$ cat src/logic/hfadc_pkg.sv
// Purpose: constants for the half-flash converter host controller
// Assumes: aclk at 125 MHz
// Notes: the converter's own registers are none; all control is through pins
// Summary of operation
// - write-read mode: convert strobe low at least 600 ns starts the conversion.
// - write-read mode: read strobe falls at least 600 ns after convert strobe rises.
// - read-only mode: host holds read strobe low until data appears (this host releases it after 2500 ns and sets the timeout flag).
// - stand-alone: select and read held low, data valid 800 ns after strobe.
// - convert strobe low no longer than 50 us.
// - next conversion waits at least 500 ns for upper bank zeroing.
// - strobes are ignored unless chip select is low.
package hfadc_pkg;
    localparam int CLK_MHZ = 125;
    localparam int WR_LOW_MIN_NS = 600;
    localparam int WR_LOW_MAX_NS = 50000;
    localparam int RD_AFTER_WR_NS = 600;
    localparam int RECOVER_NS = 500;
    localparam int RDONLY_TMO_NS = 2500;
    localparam int WR_LOW_CYC = (WR_LOW_MIN_NS * CLK_MHZ + 999) / 1000;
    localparam int WR_MAX_CYC = (WR_LOW_MAX_NS * CLK_MHZ) / 1000;
    localparam int RD_WAIT_CYC = (RD_AFTER_WR_NS * CLK_MHZ + 999) / 1000;
    localparam int RECOVER_CYC = (RECOVER_NS * CLK_MHZ + 999) / 1000;
    localparam int RDONLY_CYC = (RDONLY_TMO_NS * CLK_MHZ) / 1000;
    localparam int CNT_W = 16;
    // register byte offsets
    localparam logic [3:0] REG_CTRL = 4'h0;
    localparam logic [3:0] REG_STAT = 4'h4;
    localparam logic [3:0] REG_DATA = 4'h8;
    // ctrl field positions
    localparam int CTRL_START = 0;
    localparam int CTRL_WAITFLAG = 1;
    // status field positions
    localparam int STAT_BUSY = 0;
    localparam int STAT_DONE = 1;
    localparam int STAT_OVR = 2;
    localparam int STAT_MODE = 3;
    localparam int STAT_TMO = 4;
    localparam logic [1:0] RESP_OKAY = 2'h0;
    localparam logic [1:0] RESP_SLVERR = 2'h2;
endpackage

$ cat src/logic/hfadc_host.sv
// Purpose: host controller driving a half-flash converter through its pins
// Assumes: converter pins synchronous to aclk; mode strap is static
// Notes: software starts a conversion over AXI4-Lite and reads the result
//
// Implementation choices: the placing of the registers and register access over AXI4-Lite.
`timescale 1ns/1ps
module hfadc_host
    import hfadc_pkg::*;
#(
    parameter int WR_MAX = WR_MAX_CYC,
    parameter int RDONLY_MAX = RDONLY_CYC
) (
    input wire logic aclk,
    input wire logic aresetn,
    input wire logic [3:0] s_axi_awaddr,
    input wire logic s_axi_awvalid,
    output logic s_axi_awready,
    input wire logic [31:0] s_axi_wdata,
    input wire logic [3:0] s_axi_wstrb,
    input wire logic s_axi_wvalid,
    output logic s_axi_wready,
    output logic [1:0] s_axi_bresp,
    output logic s_axi_bvalid,
    input wire logic s_axi_bready,
    input wire logic [3:0] s_axi_araddr,
    input wire logic s_axi_arvalid,
    output logic s_axi_arready,
    output logic [31:0] s_axi_rdata,
    output logic [1:0] s_axi_rresp,
    output logic s_axi_rvalid,
    input wire logic s_axi_rready,
    output logic cs_n,
    output logic rd_n,
    output logic wr_n,
    input wire logic mode,
    input wire logic done_n,
    input wire logic rdy,
    input wire logic overrange_n,
    input wire logic [7:0] result_bus
);
    // ---------------------------------------------------------------
    // conversion sequencer
    // ---------------------------------------------------------------
    typedef enum {
        S_IDLE, S_WR_LOW, S_WR_GAP, S_RD_LOW, S_RO_WAIT, S_RECOVER
    } hfadc_state_t;

    hfadc_state_t state_ff, nxt_state;
    logic cs_n_ff, nxt_cs_n;
    logic rd_n_ff, nxt_rd_n;
    logic wr_n_ff, nxt_wr_n;
    logic [7:0] data_ff, nxt_data;
    logic ovr_ff, nxt_ovr;
    logic done_ff, nxt_done;
    logic tmo_ff, nxt_tmo;
    logic waitflag_ff, nxt_waitflag;
    logic tload;
    logic [CNT_W-1:0] tval;
    logic tdone;
    logic start_req;
    logic [CNT_W-1:0] ro_cnt_ff, nxt_ro_cnt;

    hfadc_timer #(.W(CNT_W)) u_timer (
        .aclk(aclk),
        .aresetn(aresetn),
        .load(tload),
        .value(tval),
        .done(tdone)
    );

    always_comb begin
        nxt_state = state_ff;
        nxt_cs_n = cs_n_ff;
        nxt_rd_n = rd_n_ff;
        nxt_wr_n = wr_n_ff;
        nxt_data = data_ff;
        nxt_ovr = ovr_ff;
        nxt_done = done_ff;
        nxt_tmo = tmo_ff;
        nxt_ro_cnt = ro_cnt_ff;
        tload = 1'b0;
        tval = '0;
        case (state_ff)
            S_IDLE: begin
                if (start_req) begin
                    nxt_done = 1'b0;
                    nxt_tmo = 1'b0;
                    nxt_cs_n = 1'b0;
                    if (mode) begin
                        nxt_wr_n = 1'b0;
                        tload = 1'b1;
                        tval = CNT_W'((WR_LOW_CYC < WR_MAX) ? WR_LOW_CYC : WR_MAX);
                        nxt_state = S_WR_LOW;
                    end else begin
                        nxt_rd_n = 1'b0;
                        nxt_ro_cnt = CNT_W'(RDONLY_MAX);
                        nxt_state = S_RO_WAIT;
                    end
                end
            end
            S_WR_LOW: begin
                if (tdone) begin
                    nxt_wr_n = 1'b1;
                    tload = 1'b1;
                    tval = CNT_W'(RD_WAIT_CYC);
                    nxt_state = S_WR_GAP;
                end
            end
            S_WR_GAP: begin
                if (tdone && (!waitflag_ff || !done_n)) begin
                    nxt_rd_n = 1'b0;
                    nxt_state = S_RD_LOW;
                end
            end
            S_RD_LOW: begin
                if (!done_n) begin
                    nxt_data = result_bus;
                    nxt_ovr = !overrange_n;
                    nxt_done = 1'b1;
                    nxt_rd_n = 1'b1;
                    nxt_cs_n = 1'b1;
                    tload = 1'b1;
                    tval = CNT_W'(RECOVER_CYC);
                    nxt_state = S_RECOVER;
                end
            end
            S_RO_WAIT: begin
                if (rdy || !done_n) begin
                    nxt_data = result_bus;
                    nxt_ovr = !overrange_n;
                    nxt_done = 1'b1;
                    nxt_rd_n = 1'b1;
                    nxt_cs_n = 1'b1;
                    tload = 1'b1;
                    tval = CNT_W'(RECOVER_CYC);
                    nxt_state = S_RECOVER;
                end else if (ro_cnt_ff == '0) begin
                    nxt_tmo = 1'b1;
                    nxt_rd_n = 1'b1;
                    nxt_cs_n = 1'b1;
                    tload = 1'b1;
                    tval = CNT_W'(RECOVER_CYC);
                    nxt_state = S_RECOVER;
                end else begin
                    nxt_ro_cnt = ro_cnt_ff - CNT_W'(1);
                end
            end
            S_RECOVER: begin
                if (tdone) begin
                    nxt_state = S_IDLE;
                end
            end
            default: begin
                nxt_state = S_IDLE;
            end
        endcase
    end

    always_ff @(posedge aclk) begin
        if (!aresetn) begin
            state_ff <= S_IDLE;
            cs_n_ff <= 1'b1;
            rd_n_ff <= 1'b1;
            wr_n_ff <= 1'b1;
            data_ff <= 8'h00;
            ovr_ff <= 1'b0;
            done_ff <= 1'b0;
            tmo_ff <= 1'b0;
            ro_cnt_ff <= '0;
        end else begin
            state_ff <= nxt_state;
            cs_n_ff <= nxt_cs_n;
            rd_n_ff <= nxt_rd_n;
            wr_n_ff <= nxt_wr_n;
            data_ff <= nxt_data;
            ovr_ff <= nxt_ovr;
            done_ff <= nxt_done;
            tmo_ff <= nxt_tmo;
            ro_cnt_ff <= nxt_ro_cnt;
        end
    end

    assign cs_n = cs_n_ff;
    assign rd_n = rd_n_ff;
    assign wr_n = wr_n_ff;

    // ---------------------------------------------------------------
    // axi4-lite slave
    // ---------------------------------------------------------------
    logic aw_ff, nxt_aw;
    logic w_ff, nxt_w;
    logic [3:0] awaddr_ff, nxt_awaddr;
    logic [31:0] wdata_ff, nxt_wdata;
    logic wstrb0_ff, nxt_wstrb0;
    logic bvalid_ff, nxt_bvalid;
    logic [1:0] bresp_ff, nxt_bresp;
    logic rvalid_ff, nxt_rvalid;
    logic [31:0] rdata_ff, nxt_rdata;
    logic [1:0] rresp_ff, nxt_rresp;
    logic do_write;

    assign s_axi_awready = !aw_ff && !bvalid_ff;
    assign s_axi_wready = !w_ff && !bvalid_ff;
    assign s_axi_arready = !rvalid_ff;
    assign do_write = aw_ff && w_ff && !bvalid_ff;
    // start only counts when idle; a start written while busy is dropped, though the wait flag is still written
    assign start_req = do_write && (awaddr_ff == REG_CTRL) && wstrb0_ff &&
        wdata_ff[CTRL_START] && (state_ff == S_IDLE);

    always_comb begin
        nxt_aw = aw_ff;
        nxt_w = w_ff;
        nxt_awaddr = awaddr_ff;
        nxt_wdata = wdata_ff;
        nxt_wstrb0 = wstrb0_ff;
        nxt_bvalid = bvalid_ff;
        nxt_bresp = bresp_ff;
        nxt_rvalid = rvalid_ff;
        nxt_rdata = rdata_ff;
        nxt_rresp = rresp_ff;
        nxt_waitflag = waitflag_ff;
        if (s_axi_awvalid && s_axi_awready) begin
            nxt_aw = 1'b1;
            nxt_awaddr = s_axi_awaddr;
        end
        if (s_axi_wvalid && s_axi_wready) begin
            nxt_w = 1'b1;
            nxt_wdata = s_axi_wdata;
            nxt_wstrb0 = s_axi_wstrb[0];
        end
        if (do_write) begin
            nxt_aw = 1'b0;
            nxt_w = 1'b0;
            nxt_bvalid = 1'b1;
            nxt_bresp = RESP_OKAY;
            if (awaddr_ff == REG_CTRL) begin
                if (wstrb0_ff) begin
                    nxt_waitflag = wdata_ff[CTRL_WAITFLAG];
                end
            end else if (awaddr_ff != REG_STAT && awaddr_ff != REG_DATA) begin
                nxt_bresp = RESP_SLVERR;
            end
        end
        if (bvalid_ff && s_axi_bready) begin
            nxt_bvalid = 1'b0;
        end
        if (s_axi_arvalid && s_axi_arready) begin
            nxt_rvalid = 1'b1;
            nxt_rresp = RESP_OKAY;
            nxt_rdata = 32'h0000_0000;
            case (s_axi_araddr)
                REG_CTRL: nxt_rdata[CTRL_WAITFLAG] = waitflag_ff;
                REG_STAT: begin
                    nxt_rdata[STAT_BUSY] = (state_ff != S_IDLE);
                    nxt_rdata[STAT_DONE] = done_ff;
                    nxt_rdata[STAT_OVR] = ovr_ff;
                    nxt_rdata[STAT_MODE] = mode;
                    nxt_rdata[STAT_TMO] = tmo_ff;
                end
                REG_DATA: nxt_rdata[7:0] = data_ff;
                default: nxt_rresp = RESP_SLVERR;
            endcase
        end else if (rvalid_ff && s_axi_rready) begin
            nxt_rvalid = 1'b0;
        end
    end

    always_ff @(posedge aclk) begin
        if (!aresetn) begin
            aw_ff <= 1'b0;
            w_ff <= 1'b0;
            awaddr_ff <= 4'h0;
            wdata_ff <= 32'h0000_0000;
            wstrb0_ff <= 1'b0;
            bvalid_ff <= 1'b0;
            bresp_ff <= RESP_OKAY;
            rvalid_ff <= 1'b0;
            rdata_ff <= 32'h0000_0000;
            rresp_ff <= RESP_OKAY;
            waitflag_ff <= 1'b0;
        end else begin
            aw_ff <= nxt_aw;
            w_ff <= nxt_w;
            awaddr_ff <= nxt_awaddr;
            wdata_ff <= nxt_wdata;
            wstrb0_ff <= nxt_wstrb0;
            bvalid_ff <= nxt_bvalid;
            bresp_ff <= nxt_bresp;
            rvalid_ff <= nxt_rvalid;
            rdata_ff <= nxt_rdata;
            rresp_ff <= nxt_rresp;
            waitflag_ff <= nxt_waitflag;
        end
    end

    assign s_axi_bvalid = bvalid_ff;
    assign s_axi_bresp = bresp_ff;
    assign s_axi_rvalid = rvalid_ff;
    assign s_axi_rdata = rdata_ff;
    assign s_axi_rresp = rresp_ff;
endmodule // hfadc_host

$ cat src/logic/hfadc_timer.sv
// Purpose: load-and-count-down timer for strobe timing
// Assumes: load takes priority over counting
// Notes: done is high while the count is zero
`timescale 1ns/1ps
module hfadc_timer
    import hfadc_pkg::*;
#(
    parameter int W = CNT_W
) (
    input wire logic aclk,
    input wire logic aresetn,
    input wire logic load,
    input wire logic [W-1:0] value,
    output logic done
);
    logic [W-1:0] cnt_ff;
    logic [W-1:0] nxt_cnt;

    always_comb begin
        nxt_cnt = cnt_ff;
        if (load) begin
            nxt_cnt = value;
        end else if (cnt_ff != '0) begin
            nxt_cnt = cnt_ff - W'(1);
        end
    end

    always_ff @(posedge aclk) begin
        if (!aresetn) begin
            cnt_ff <= '0;
        end else begin
            cnt_ff <= nxt_cnt;
        end
    end

    assign done = (cnt_ff == '0);
endmodule // hfadc_timer

$ cat config.mk
export PLATFORM = sky130hd
export DESIGN_NAME = hfadc_host
export DESIGN_NICKNAME = d
export VERILOG_FILES = /design/src/logic/hfadc_pkg.sv /design/src/logic/hfadc_host.sv /design/src/logic/hfadc_timer.sv
export SDC_FILE = /design/constraint.sdc
export NUM_CORES = 1
export LEC_CHECK = 0
export BUFFER_PORTS_ARGS = -buffer_cell sky130_fd_sc_hd__buf_2
export CORE_ASPECT_RATIO = 1.75
export CORE_MARGIN = 1
export CORE_UTILIZATION = 39
export DETAILED_ROUTE_END_ITERATION = 8
export PLACE_DENSITY = 0.66
export SYNTH_ARGS = -nofsm -noshare
export SYNTH_HDL_FRONTEND = slang
export SYNTH_SLANG_ARGS = --single-unit
$ cat constraint.sdc
create_clock -name aclk -period 3.3 [get_ports aclk]
set_clock_uncertainty 0.05 [all_clocks]
set_input_delay 0.66 -clock aclk [delete_from_list [all_inputs] [get_ports aclk]]
set_output_delay 0.66 -clock aclk [all_outputs]
set_load 0.03 [all_outputs]
==> metrics, run 1 <==
cell internal pwr 0.00187 W; Overflow after GRT 0; Bufs and invs on worst path 1; antenna violations before repair 0; Final Util around 47%; Vias 3014; crit path cell chain inv_1 -> ha_1 -> nor4b_1 -> nand4_4 -> a21oi_1 -> nand3b_1 -> nor2_1; met2 Track Usage GR 31.6%; Syn Std Cell Area 0.00364 mm2; drt first pass iters 4; max_cap viols 0; final setup margin 0.704 ns; Routed WL 8.01 mm; Via density between 5 and 6; met3 global-route usage around 4.9%; Die H 130 um; GR Util met1 18.9%; post-CTS setup-driven buffer insertion count 0; slowest stage cell, crit path a21oi_1; Die ar. 0.00974 mm2; n_diodes 0; largest net degree at the start of global routing 47; Clock transition at path regs 0.06 ns; dpl hpwl 5.93 mm; Post-synth EDFFs 0; VDD IR max 0.000373 V; WL/cell 13.6 um; Worst R2R Path Depth 7; Avg Cell Area, Syn 8.71 um2; Clock Latency Late Sink around 0.34 ns; Die X 75.0 um; Arr. time, crit path 2.76 ns; power per cell area 627 mW/mm2; setup tns final 0 ns; Reg-to-Reg End u_timer.cnt_ff[14]$_SDFFE_PN0P_; post-route cell area 0.00422 mm2; Syn Inst Count about 420; final-report hold violation count 0; hold crit path type flop to flop; fin crit period between 2 and 3 ns; Hold Path Stages 2; clock tree sinks 71; Critical Path RT 3.46 ns; Initial Util 40.3%; register bit count reported by yosys 71; yosys warns 0; crit path launch ro_cnt_ff[0]$_SDFFE_PN0P_; crit end category flop; Initial DRC Count 139; Hold EP s_axi_rresp[1]$_SDFFE_PN0P_; Most used DFF post-synth dfxtp_1; CP Max Fanout 9; CP Launch Type flop; vias in the first global route 2896; PortBufs 47; H-tree lvl count 3; TritonCTS clock tree yes; area of the core 0.00904 mm2; Root Buffer Master clkbuf_16; Slew Limit Fails 0; max frequency 385 MHz; Final #Nets 529; gr busiest metal met2; Worst-Margin Slew 0.771 ns; post-synthesis sequential area ratio 39.0%; cts bufs inserted 9; global-route wire length before repair 13.3 mm; FF-to-FF Start ro_cnt_ff[0]$_SDFFE_PN0P_; Clock Tree Buf Depth 2; RD Place Congestion 0.838; CP peak stage delay ~0.55 ns; clock share of power 40.4%; min-delay src s_axi_rresp[1]$_SDFFE_PN0P_; share of flip-flops with an asynchronous set or reset 0%; status complete, no violations; Setup-failing EPs final 0; leakage power 1.81 nW; most common cell after layout, fill and taps aside dfxtp_1; # hold bufs at CTS 0; Final period util between 70% and 80%; Flop pwr share about 38%; CP delay by family, top simple AND/OR/NAND/NOR gates; layout cells sized above 1 17.5%; # resized after CTS 0; GRT Overall Usage 18.0%; worst slack, placed 0.697 ns; RSZ-0062 raised after global routing false; IO Count roughly 110; Logic pwr share 22.1%; Yosys cell types 61; DRC errors left 0; Layout area overhead 15.9%; critical path class flop to flop; slew margin rel. between 40% and 50%; row count 46; ANT nets after route 0; Sw Pwr 0.000781 W; DP Area about 0.0039 mm2; commonest cells after routing, fill and taps aside dfxtp_1 (71), nor2_1 (65), buf_2 (47); flop-to-flop setup slack 0.70 ns; Sw Ratio between 20% and 30%
power by group through the flow:
| stage | Clock (W) | Sequential, W | Combinational [W] |
|---|---|---|---|
| after floorplan | 0 | 0.000999 | 0.000494 |
| final | 0.00107 | 0.000991 | 0.000585 |
| after detailed placement | 0 | 0.00101 | 0.000585 |
| after global routing | 0.00113 | 0.00100 | 0.000662 |
| after CTS | 0.00109 | 0.000991 | 0.000591 |
| after global placement | 0 | 0.00101 | 0.000576 |
how the worst max path moves through the flow:
stage	slack (ns)	to	depth (start not counted)
3_5_place_dp	0.70	u_timer.cnt_ff[9]$_SDFFE_PN0P_	7
3_3_place_gp	0.77	u_timer.cnt_ff[14]$_SDFFE_PN0P_	7
2_1_floorplan	0.94	rd_n$_SDFFE_PN1P_	8
4_1_cts	0.69	u_timer.cnt_ff[14]$_SDFFE_PN0P_	7
5_1_grt	0.51	u_timer.cnt_ff[10]$_SDFFE_PN0P_	7
6_report	0.70	u_timer.cnt_ff[14]$_SDFFE_PN0P_	7
layout make-up:
type / instances / area [um2]
well taps: 120 / 150
inverters: 12 / 45.0
multi-input cells: 317 / 2000
repair buffers: 52 / 273
clock buffers: 11 / 253
flip-flops and latches: 71 / 1420
clock inverters: 5 / 80.1
fillers: 904 / 4820
cell families (layout without fill, tap and decap cells):
logic type / count (synthesis) / after routing / synth area share (%)
AOI/OAI and AO/OA: 70 / 70 / 13.0
xor gates and xnor gates: 22 / 22 / 5.29
adders and majority gates: 3 / 3 / 1.03
buffers and inverters: 55 / 80 / 8.69
DFF: 71 / 71 / 39.0
muxes: 19 / 19 / 5.22
other: 1 / 26 / 0.103
and+or+nand+nor: 177 / 177 / 27.7
registers in the layout (all words and copies together), names as in the netlist:
name and cells:
ovr_ff 1, cs_n 1, rd_n 1, state_ff 3, awaddr_ff 4, wdata_ff 2
wr_n 1, s_axi_rdata 8, s_axi_rvalid 1, done_ff 1, w_ff 1, data_ff 8
s_axi_bvalid 1, s_axi_rresp 1, wstrb0_ff 1, s_axi_bresp 1, waitflag_ff 1, u_timer.cnt_ff 16
aw_ff 1, tmo_ff 1, ro_cnt_ff 16
tightest hold or removal path: cells and delay by family, from the launching register on:
| kind | cells | cell delay (ns) |
|---|---|---|
| AOI/OAI and AO/OA | 1 | 0.06 |
| buffers and inverters | 1 | 0.05 |
| DFF | 1 | 0.31 |
through the flow:
step / hold WS, ns / total power, W / instances
CTS: 0.424 / 0.00267 / 588
floorplan: 0.395 / 0.00149 / 443
detailed placement: 0.416 / 0.00159 / 572
global route: 0.457 / 0.00279 / 588
finish: 0.428 / 0.00265 / 588
global placement: 0.404 / 0.00158 / 572
metal layers:
layer | vias up | wire [um] | part of all wire, %
li1 | 1525 | - | -
met1 | 1423 | 3040 | 38
met2 | 48 | 4450 | 56
met3 | 18 | 293 | 3.7
met4 | 0 | 221 | 2.8
met5 | - | 0 | 0
synthesized netlist by cell type (all sizes together), types with 7 or more instances:
cell type  count  share of area [%]
a22oi          8                1.6
nand2b         8                1.4
nor3           8                1.2
nand4         10                2.1
dfxtp         71                 39
inv           12                1.2
xor2          14                3.4
xnor2          8                1.9
and2           7                1.3
buf           33                6.4
nor4           8                2.1
a21oi         25                3.4
or4            7                1.4
nand3          8                1.1
nor2          65                6.7
mux2i         19                5.2
o21ai          9                1.2
clkbuf        10                1.0
nand2         18                1.9
Power figures use the tool's default switching activity.
==> run 2, diff against run 1 <==
Clock period 3.3 ns to 2.5 ns, I/O delays scaled along.
==> run 2 against run 1 <==
Against the previous run:
- count of clock-buffer cells in the layout grew 2
- worst setup slack lost 0.47 ns
- hold slack lost 0.079 ns
- critical path depth is the same
- register-to-register slack lost 0.47 ns
- sequential power grew 32%
- clock power grew 30%
- core utilization grew 0.83 points
- combinational power grew 43%
- via count grew 3.3%
- flip-flop and latch count is the same
- critical endpoint is now rd_n$_SDFFE_PN1P_
- largest power group unchanged
==> metrics, run 2 (synthesis results as in run 1) <==
status complete, no violations (unchanged); Arr. time, crit path 2.44 ns (was 2.76 ns); hold crit path type primary input to flop (was flop to flop); dpl hpwl 6.26 mm (was 5.93 mm); area of the core 0.00904 mm2 (unchanged); Reg area 0.00142 mm2 (unchanged); # hold bufs at CTS 0 (unchanged); WL/cell 14.1 um (was 13.6 um); global-route wire length before repair 14.1 mm (was 13.3 mm); layout cells sized above 1 19.0% (was 17.5%); Layout area overhead 17.9% (was 15.9%); Design Power 0.00354 W (was 0.00265 W); DRC errors left 0 (unchanged); commonest cells after routing, fill and taps aside dfxtp_1 (71), nor2_1 (65), buf_2 (47) (unchanged); largest net degree at the start of global routing 47 (unchanged); CP peak stage delay 0.41 ns (was 0.55 ns); TritonCTS clock tree yes (unchanged); final setup margin 0.238 ns (was 0.704 ns); n_diodes 0 (unchanged); RSZ-0062 raised after global routing false (unchanged); CP Max Fanout 5 (was 9); Worst-Margin Slew 0.804 ns (was 0.771 ns); IO Count 107 (unchanged); clock tree sinks 71 (unchanged); drt first pass iters 4 (unchanged); Clock transition at path regs 0.05 ns (was 0.06 ns); # resized after CTS 0 (unchanged); max frequency 442 MHz (was 385 MHz); Overflow after GRT 0 (unchanged); slew margin rel. 46.3% (was 48.5%); Die ar. 0.00974 mm2 (unchanged); Routed WL 8.45 mm (was 8.01 mm); Die H 130 um (unchanged); VDD IR max 0.000512 V (was 0.000373 V); max_cap viols 0 (unchanged); vias in the first global route 3117 (was 2896); met3 wire len 305 um (was 293 um); antenna violations before repair 0 (unchanged); fin crit period 2.26 ns (was 2.60 ns); Clock Tree Buf Depth 2 (unchanged); Final period util 90.5% (was 78.7%); RD Place Congestion 0.844 (was 0.838); crit path cell chain inv_1 -> ha_1 -> nor4b_2 -> and4_1 -> nand2_1 -> a311o_1 -> a2111o_1 (was inv_1 -> ha_1 -> nor4b_1 -> nand4_4 -> a21oi_1 -> nand3b_1 -> nor2_1); Root Buffer Master clkbuf_16 (unchanged); M1 WL 3.04 mm (unchanged); Die X 75.0 um (unchanged); Bufs and invs on worst path 1 (unchanged); Placed Cells 583 (was 572); flop-to-flop setup slack 0.24 ns (was 0.70 ns); CP Launch Type flop (unchanged); critical path class flop to flop (unchanged); Via density 5.20 (was 5.13); post-CTS setup-driven buffer insertion count 0 (unchanged); CP delay by family, top compound AO/OA/AOI/OAI gates (was simple AND/OR/NAND/NOR gates); Setup-failing EPs final 0 (unchanged); PortBufs 47 (unchanged); setup tns final 0 ns (unchanged); Largest regs ro_cnt_ff: 16 flops, u_timer.cnt_ff: 16 flops (unchanged); final-report hold violation count 0 (unchanged); Clock Latency Late Sink 0.34 ns (about the same); leakage power 1.87 nW (was 1.81 nW); Vias 3112 (was 3014); met2 wire len 4.80 mm (was 4.45 mm); top sig layer met4 (unchanged); cts bufs inserted 9 (unchanged); Initial Util 40.3% (unchanged); most common cell after layout, fill and taps aside dfxtp_1 (unchanged); slowest stage cell, crit path a2111o_1 (was a21oi_1); worst slack, placed 0.235 ns (was 0.697 ns); row count 46 (unchanged); H-tree lvl count 3 (unchanged); ANT nets after route 0 (unchanged); GRT Overall Usage 19.2% (was 18.0%); Initial DRC Count 215 (was 139); area occupied by multi-input gates 0.00200 mm2 (unchanged); crit end category flop (unchanged); Slew Limit Fails 0 (unchanged); Final #Nets 540 (was 529); Critical Path RT 2.68 ns (was 3.46 ns); power per cell area 823 mW/mm2 (was 627 mW/mm2); Non-Filler Instances 599 (was 588); FILL cells 903 (was 904)
## run 2: cell count changes in the layout (fill, tap and decap cells not counted), sizes merged
| cell | change |
|---|---|
| clkinvlp | -2 |
| buf | +11 |
| clkbuf | +2 |
## run 2: worst reg2reg max path: stages, from the launching register on
cell and delay (ns):
dfxtp_1 0.31, inv_1 0.11, ha_1 0.16, nor4b_2 0.39, and4_1 0.29, nand2_1 0.06, a311o_1 0.37, a2111o_1 0.41
## run 2: layer usage
layer,vias up,track usage (%)
met2,60,35.4
met5,-,0
li1,1542,-
met1,1487,18.7
met4,0,11.5
met3,23,4.48
## run 2: stage by stage
step,utilization [%],hold WS [ns],instance area [um2]
floorplan,-,0.395,3730
global placement,43.9,0.403,3970
detailed placement,43.9,0.415,3970
CTS,47.5,0.355,4290
global route,47.5,0.369,4290
finish,47.5,0.349,4290
## run 2: worst paths after layout
check,start,endpoint,depth (start not counted)
setup reg to reg,u_timer.cnt_ff[0]$_SDFFE_PN0P_,rd_n$_SDFFE_PN1P_,7
hold / removal,result_bus[2],data_ff[2]$_SDFFE_PN0P_,3
setup / recovery,u_timer.cnt_ff[0]$_SDFFE_PN0P_,rd_n$_SDFFE_PN1P_,7
hold reg to reg,s_axi_rresp[1]$_SDFFE_PN0P_,s_axi_rresp[1]$_SDFFE_PN0P_,2
## run 2: final cells by class
type / count / share of cell area (%)
Multi-Input combinational cell: 317 / 46.5
Sequential cell: 71 / 33.1
Timing Repair Buffer: 63 / 8.28
Clock buffer: 13 / 6.06
Tap cell: 120 / 3.50
Clock inverter: 3 / 1.52
Inverter: 12 / 1.05
## run 2: power breakdown
group          leakage, nW  internal (W)  switching (W)
logic                 1.13      0.000361       0.000478
clock network        0.160      0.000926       0.000461
registers            0.577       0.00122      0.0000908
total                 1.87       0.00251        0.00103
==> run 3, diff against run 2 <==
Settings changed: HOLD_SLACK_MARGIN from default to 0.1, PLACE_DENSITY 0.66 to 0.68.
Clock period 2.5 ns to 2 ns, I/O delays scaled along.
==> run 3 against run 2 <==
Against the previous run:
- count of clock-buffer cells in the layout decreased by 4
- global-route usage about the same
- combinational power increased by 57%
- routed wire length increased by 3.5%
- critical path depth decreased by 1
- core utilization increased by 4.3 points
- final area increased by 9.1%
- critical path type unchanged
- largest cell class unchanged
- largest power group is now sequential cells
==> metrics, run 3 (synthesis results as in run 1) <==
M1 WL 3.38 mm (was 3.04 mm); CP Max Fanout 4 (was 5); VDD IR max 0.000919 V (was 0.000512 V); final-report hold violation count 0 (unchanged); fin crit period 1.99 ns (was 2.26 ns); Critical Path RT 2.17 ns (was 2.68 ns); Initial Util 40.3% (unchanged); # hold bufs at CTS 0 (unchanged); vias in the first global route 3137 (was 3117); met2 wire len 4.85 mm (was 4.80 mm); Initial DRC Count 138 (was 215); critical path class flop to flop (unchanged); IO Count 107 (unchanged); Slew Limit Fails 0 (unchanged); Die X 75.0 um (unchanged); dpl hpwl 6.54 mm (was 6.26 mm); commonest cells after routing, fill and taps aside nor2_1 (65), dfxtp_1 (65), buf_4 (53) (was dfxtp_1 (71), nor2_1 (65), buf_2 (47)); CP Launch Type flop (unchanged); Design Power 0.00449 W (was 0.00354 W); max frequency 503 MHz (was 442 MHz); Setup-failing EPs final 0 (unchanged); row count 46 (unchanged); drt first pass iters 4 (unchanged); GRT Overall Usage 19.2% (about the same); Die H 130 um (unchanged); top sig layer met4 (unchanged); Routed WL 8.75 mm (was 8.45 mm); area of the core 0.00904 mm2 (unchanged); Layout area overhead 28.6% (was 17.9%); Largest regs ro_cnt_ff: 16 flops, u_timer.cnt_ff: 16 flops (unchanged); Die ar. 0.00974 mm2 (unchanged); cts bufs inserted 9 (unchanged); Root Buffer Master clkbuf_16 (unchanged); Final #Nets 580 (was 540); flop-to-flop setup slack 0.01 ns (was 0.24 ns); PortBufs 47 (unchanged); crit end category flop (unchanged); FILL cells 835 (was 903); Clock Tree Buf Depth 2 (unchanged); clock tree sinks 71 (unchanged); Clock transition at path regs 0.05 ns (about the same); H-tree lvl count 3 (unchanged); TritonCTS clock tree yes (unchanged); n_diodes 0 (unchanged); Overflow after GRT 0 (unchanged); status complete, no violations (unchanged); Arr. time, crit path 2.15 ns (was 2.44 ns); global-route wire length before repair 14.2 mm (was 14.1 mm); worst slack, placed -0.0404 ns (was 0.235 ns); RSZ-0062 raised after global routing true (was false); RD Place Congestion 0.907 (was 0.844); max_cap viols 0 (unchanged); hold crit path type primary input to flop (unchanged); Clock Latency Late Sink 0.34 ns (about the same); final setup margin 0.0129 ns (was 0.238 ns); antenna violations before repair 0 (unchanged); WL/cell 13.7 um (was 14.1 um); leakage power 2.10 nW (was 1.87 nW); ANT nets after route 0 (unchanged); Final period util 99.4% (was 90.5%); power per cell area 959 mW/mm2 (was 823 mW/mm2); layout cells sized above 1 28.4% (was 19.0%); largest net degree at the start of global routing 28 (was 47); met3 wire len 295 um (was 305 um); Vias 3260 (was 3112); DRC errors left 0 (unchanged); Via density 5.11 (was 5.20)
## run 3: final cells by class
type	instances	area [um2]	area share, %
inverters	12	45.0	0.962
repair buffers	103	684	14.6
clock inverters	6	62.6	1.34
flip-flops and latches	71	1430	30.5
multi-input cells	317	2090	44.6
well taps	120	150	3.21
clock buffers	9	225	4.81
## run 3: repair_timing
item	in CTS	in global routing
resized for setup	0	15
endpoints found under the setup margin	1	17
pin swaps	1	7
buffers inserted	0	4
hold endpoints to repair	0	0
## run 3: final timing paths
check	startpoint	endpoint	cells past startpoint
hold / removal	result_bus[0]	data_ff[0]$_SDFFE_PN0P_	3
setup reg to reg	ro_cnt_ff[3]$_SDFFE_PN0P_	rd_n$_SDFFE_PN1P_	6
hold reg to reg	s_axi_rresp[1]$_SDFFE_PN0P_	s_axi_rresp[1]$_SDFFE_PN0P_	2
setup / recovery	ro_cnt_ff[3]$_SDFFE_PN0P_	rd_n$_SDFFE_PN1P_	6
## run 3: per-stage QoR
stage          setup TNS [ns]  cell area (um2)  instances  hold WS (ns)  util [%]
2_1_floorplan          -0.104             3790        443         0.395         -
3_3_place_gp                0             4310        619         0.412      47.6
3_5_place_dp          -0.0404             4310        619         0.411      47.6
4_1_cts                     0             4590        634         0.238      50.8
5_1_grt               -0.0609             4680        638         0.256      51.8
6_report                    0             4680        638         0.245      51.8
## run 3: per-layer routing
metal | vias up | global-route usage, %
met2 | 71 | 34.2
met3 | 17 | 4.86
met4 | 0 | 9.21
li1 | 1624 | -
met1 | 1548 | 20.6
met5 | - | 0
## run 3: worst max-delay path: stages, from the launching register on
cell and delay, ns:
dfxtp_2 0.34, nor4_4 0.36, buf_4 0.18, nand4_4 0.10, and2_4 0.18, a311o_1 0.29, a2111o_1 0.37
## run 3: where the power goes
group | internal [W] | switching [W]
registers | 0.00153 | 0.0000844
logic | 0.000626 | 0.000698
clock network | 0.000952 | 0.000603
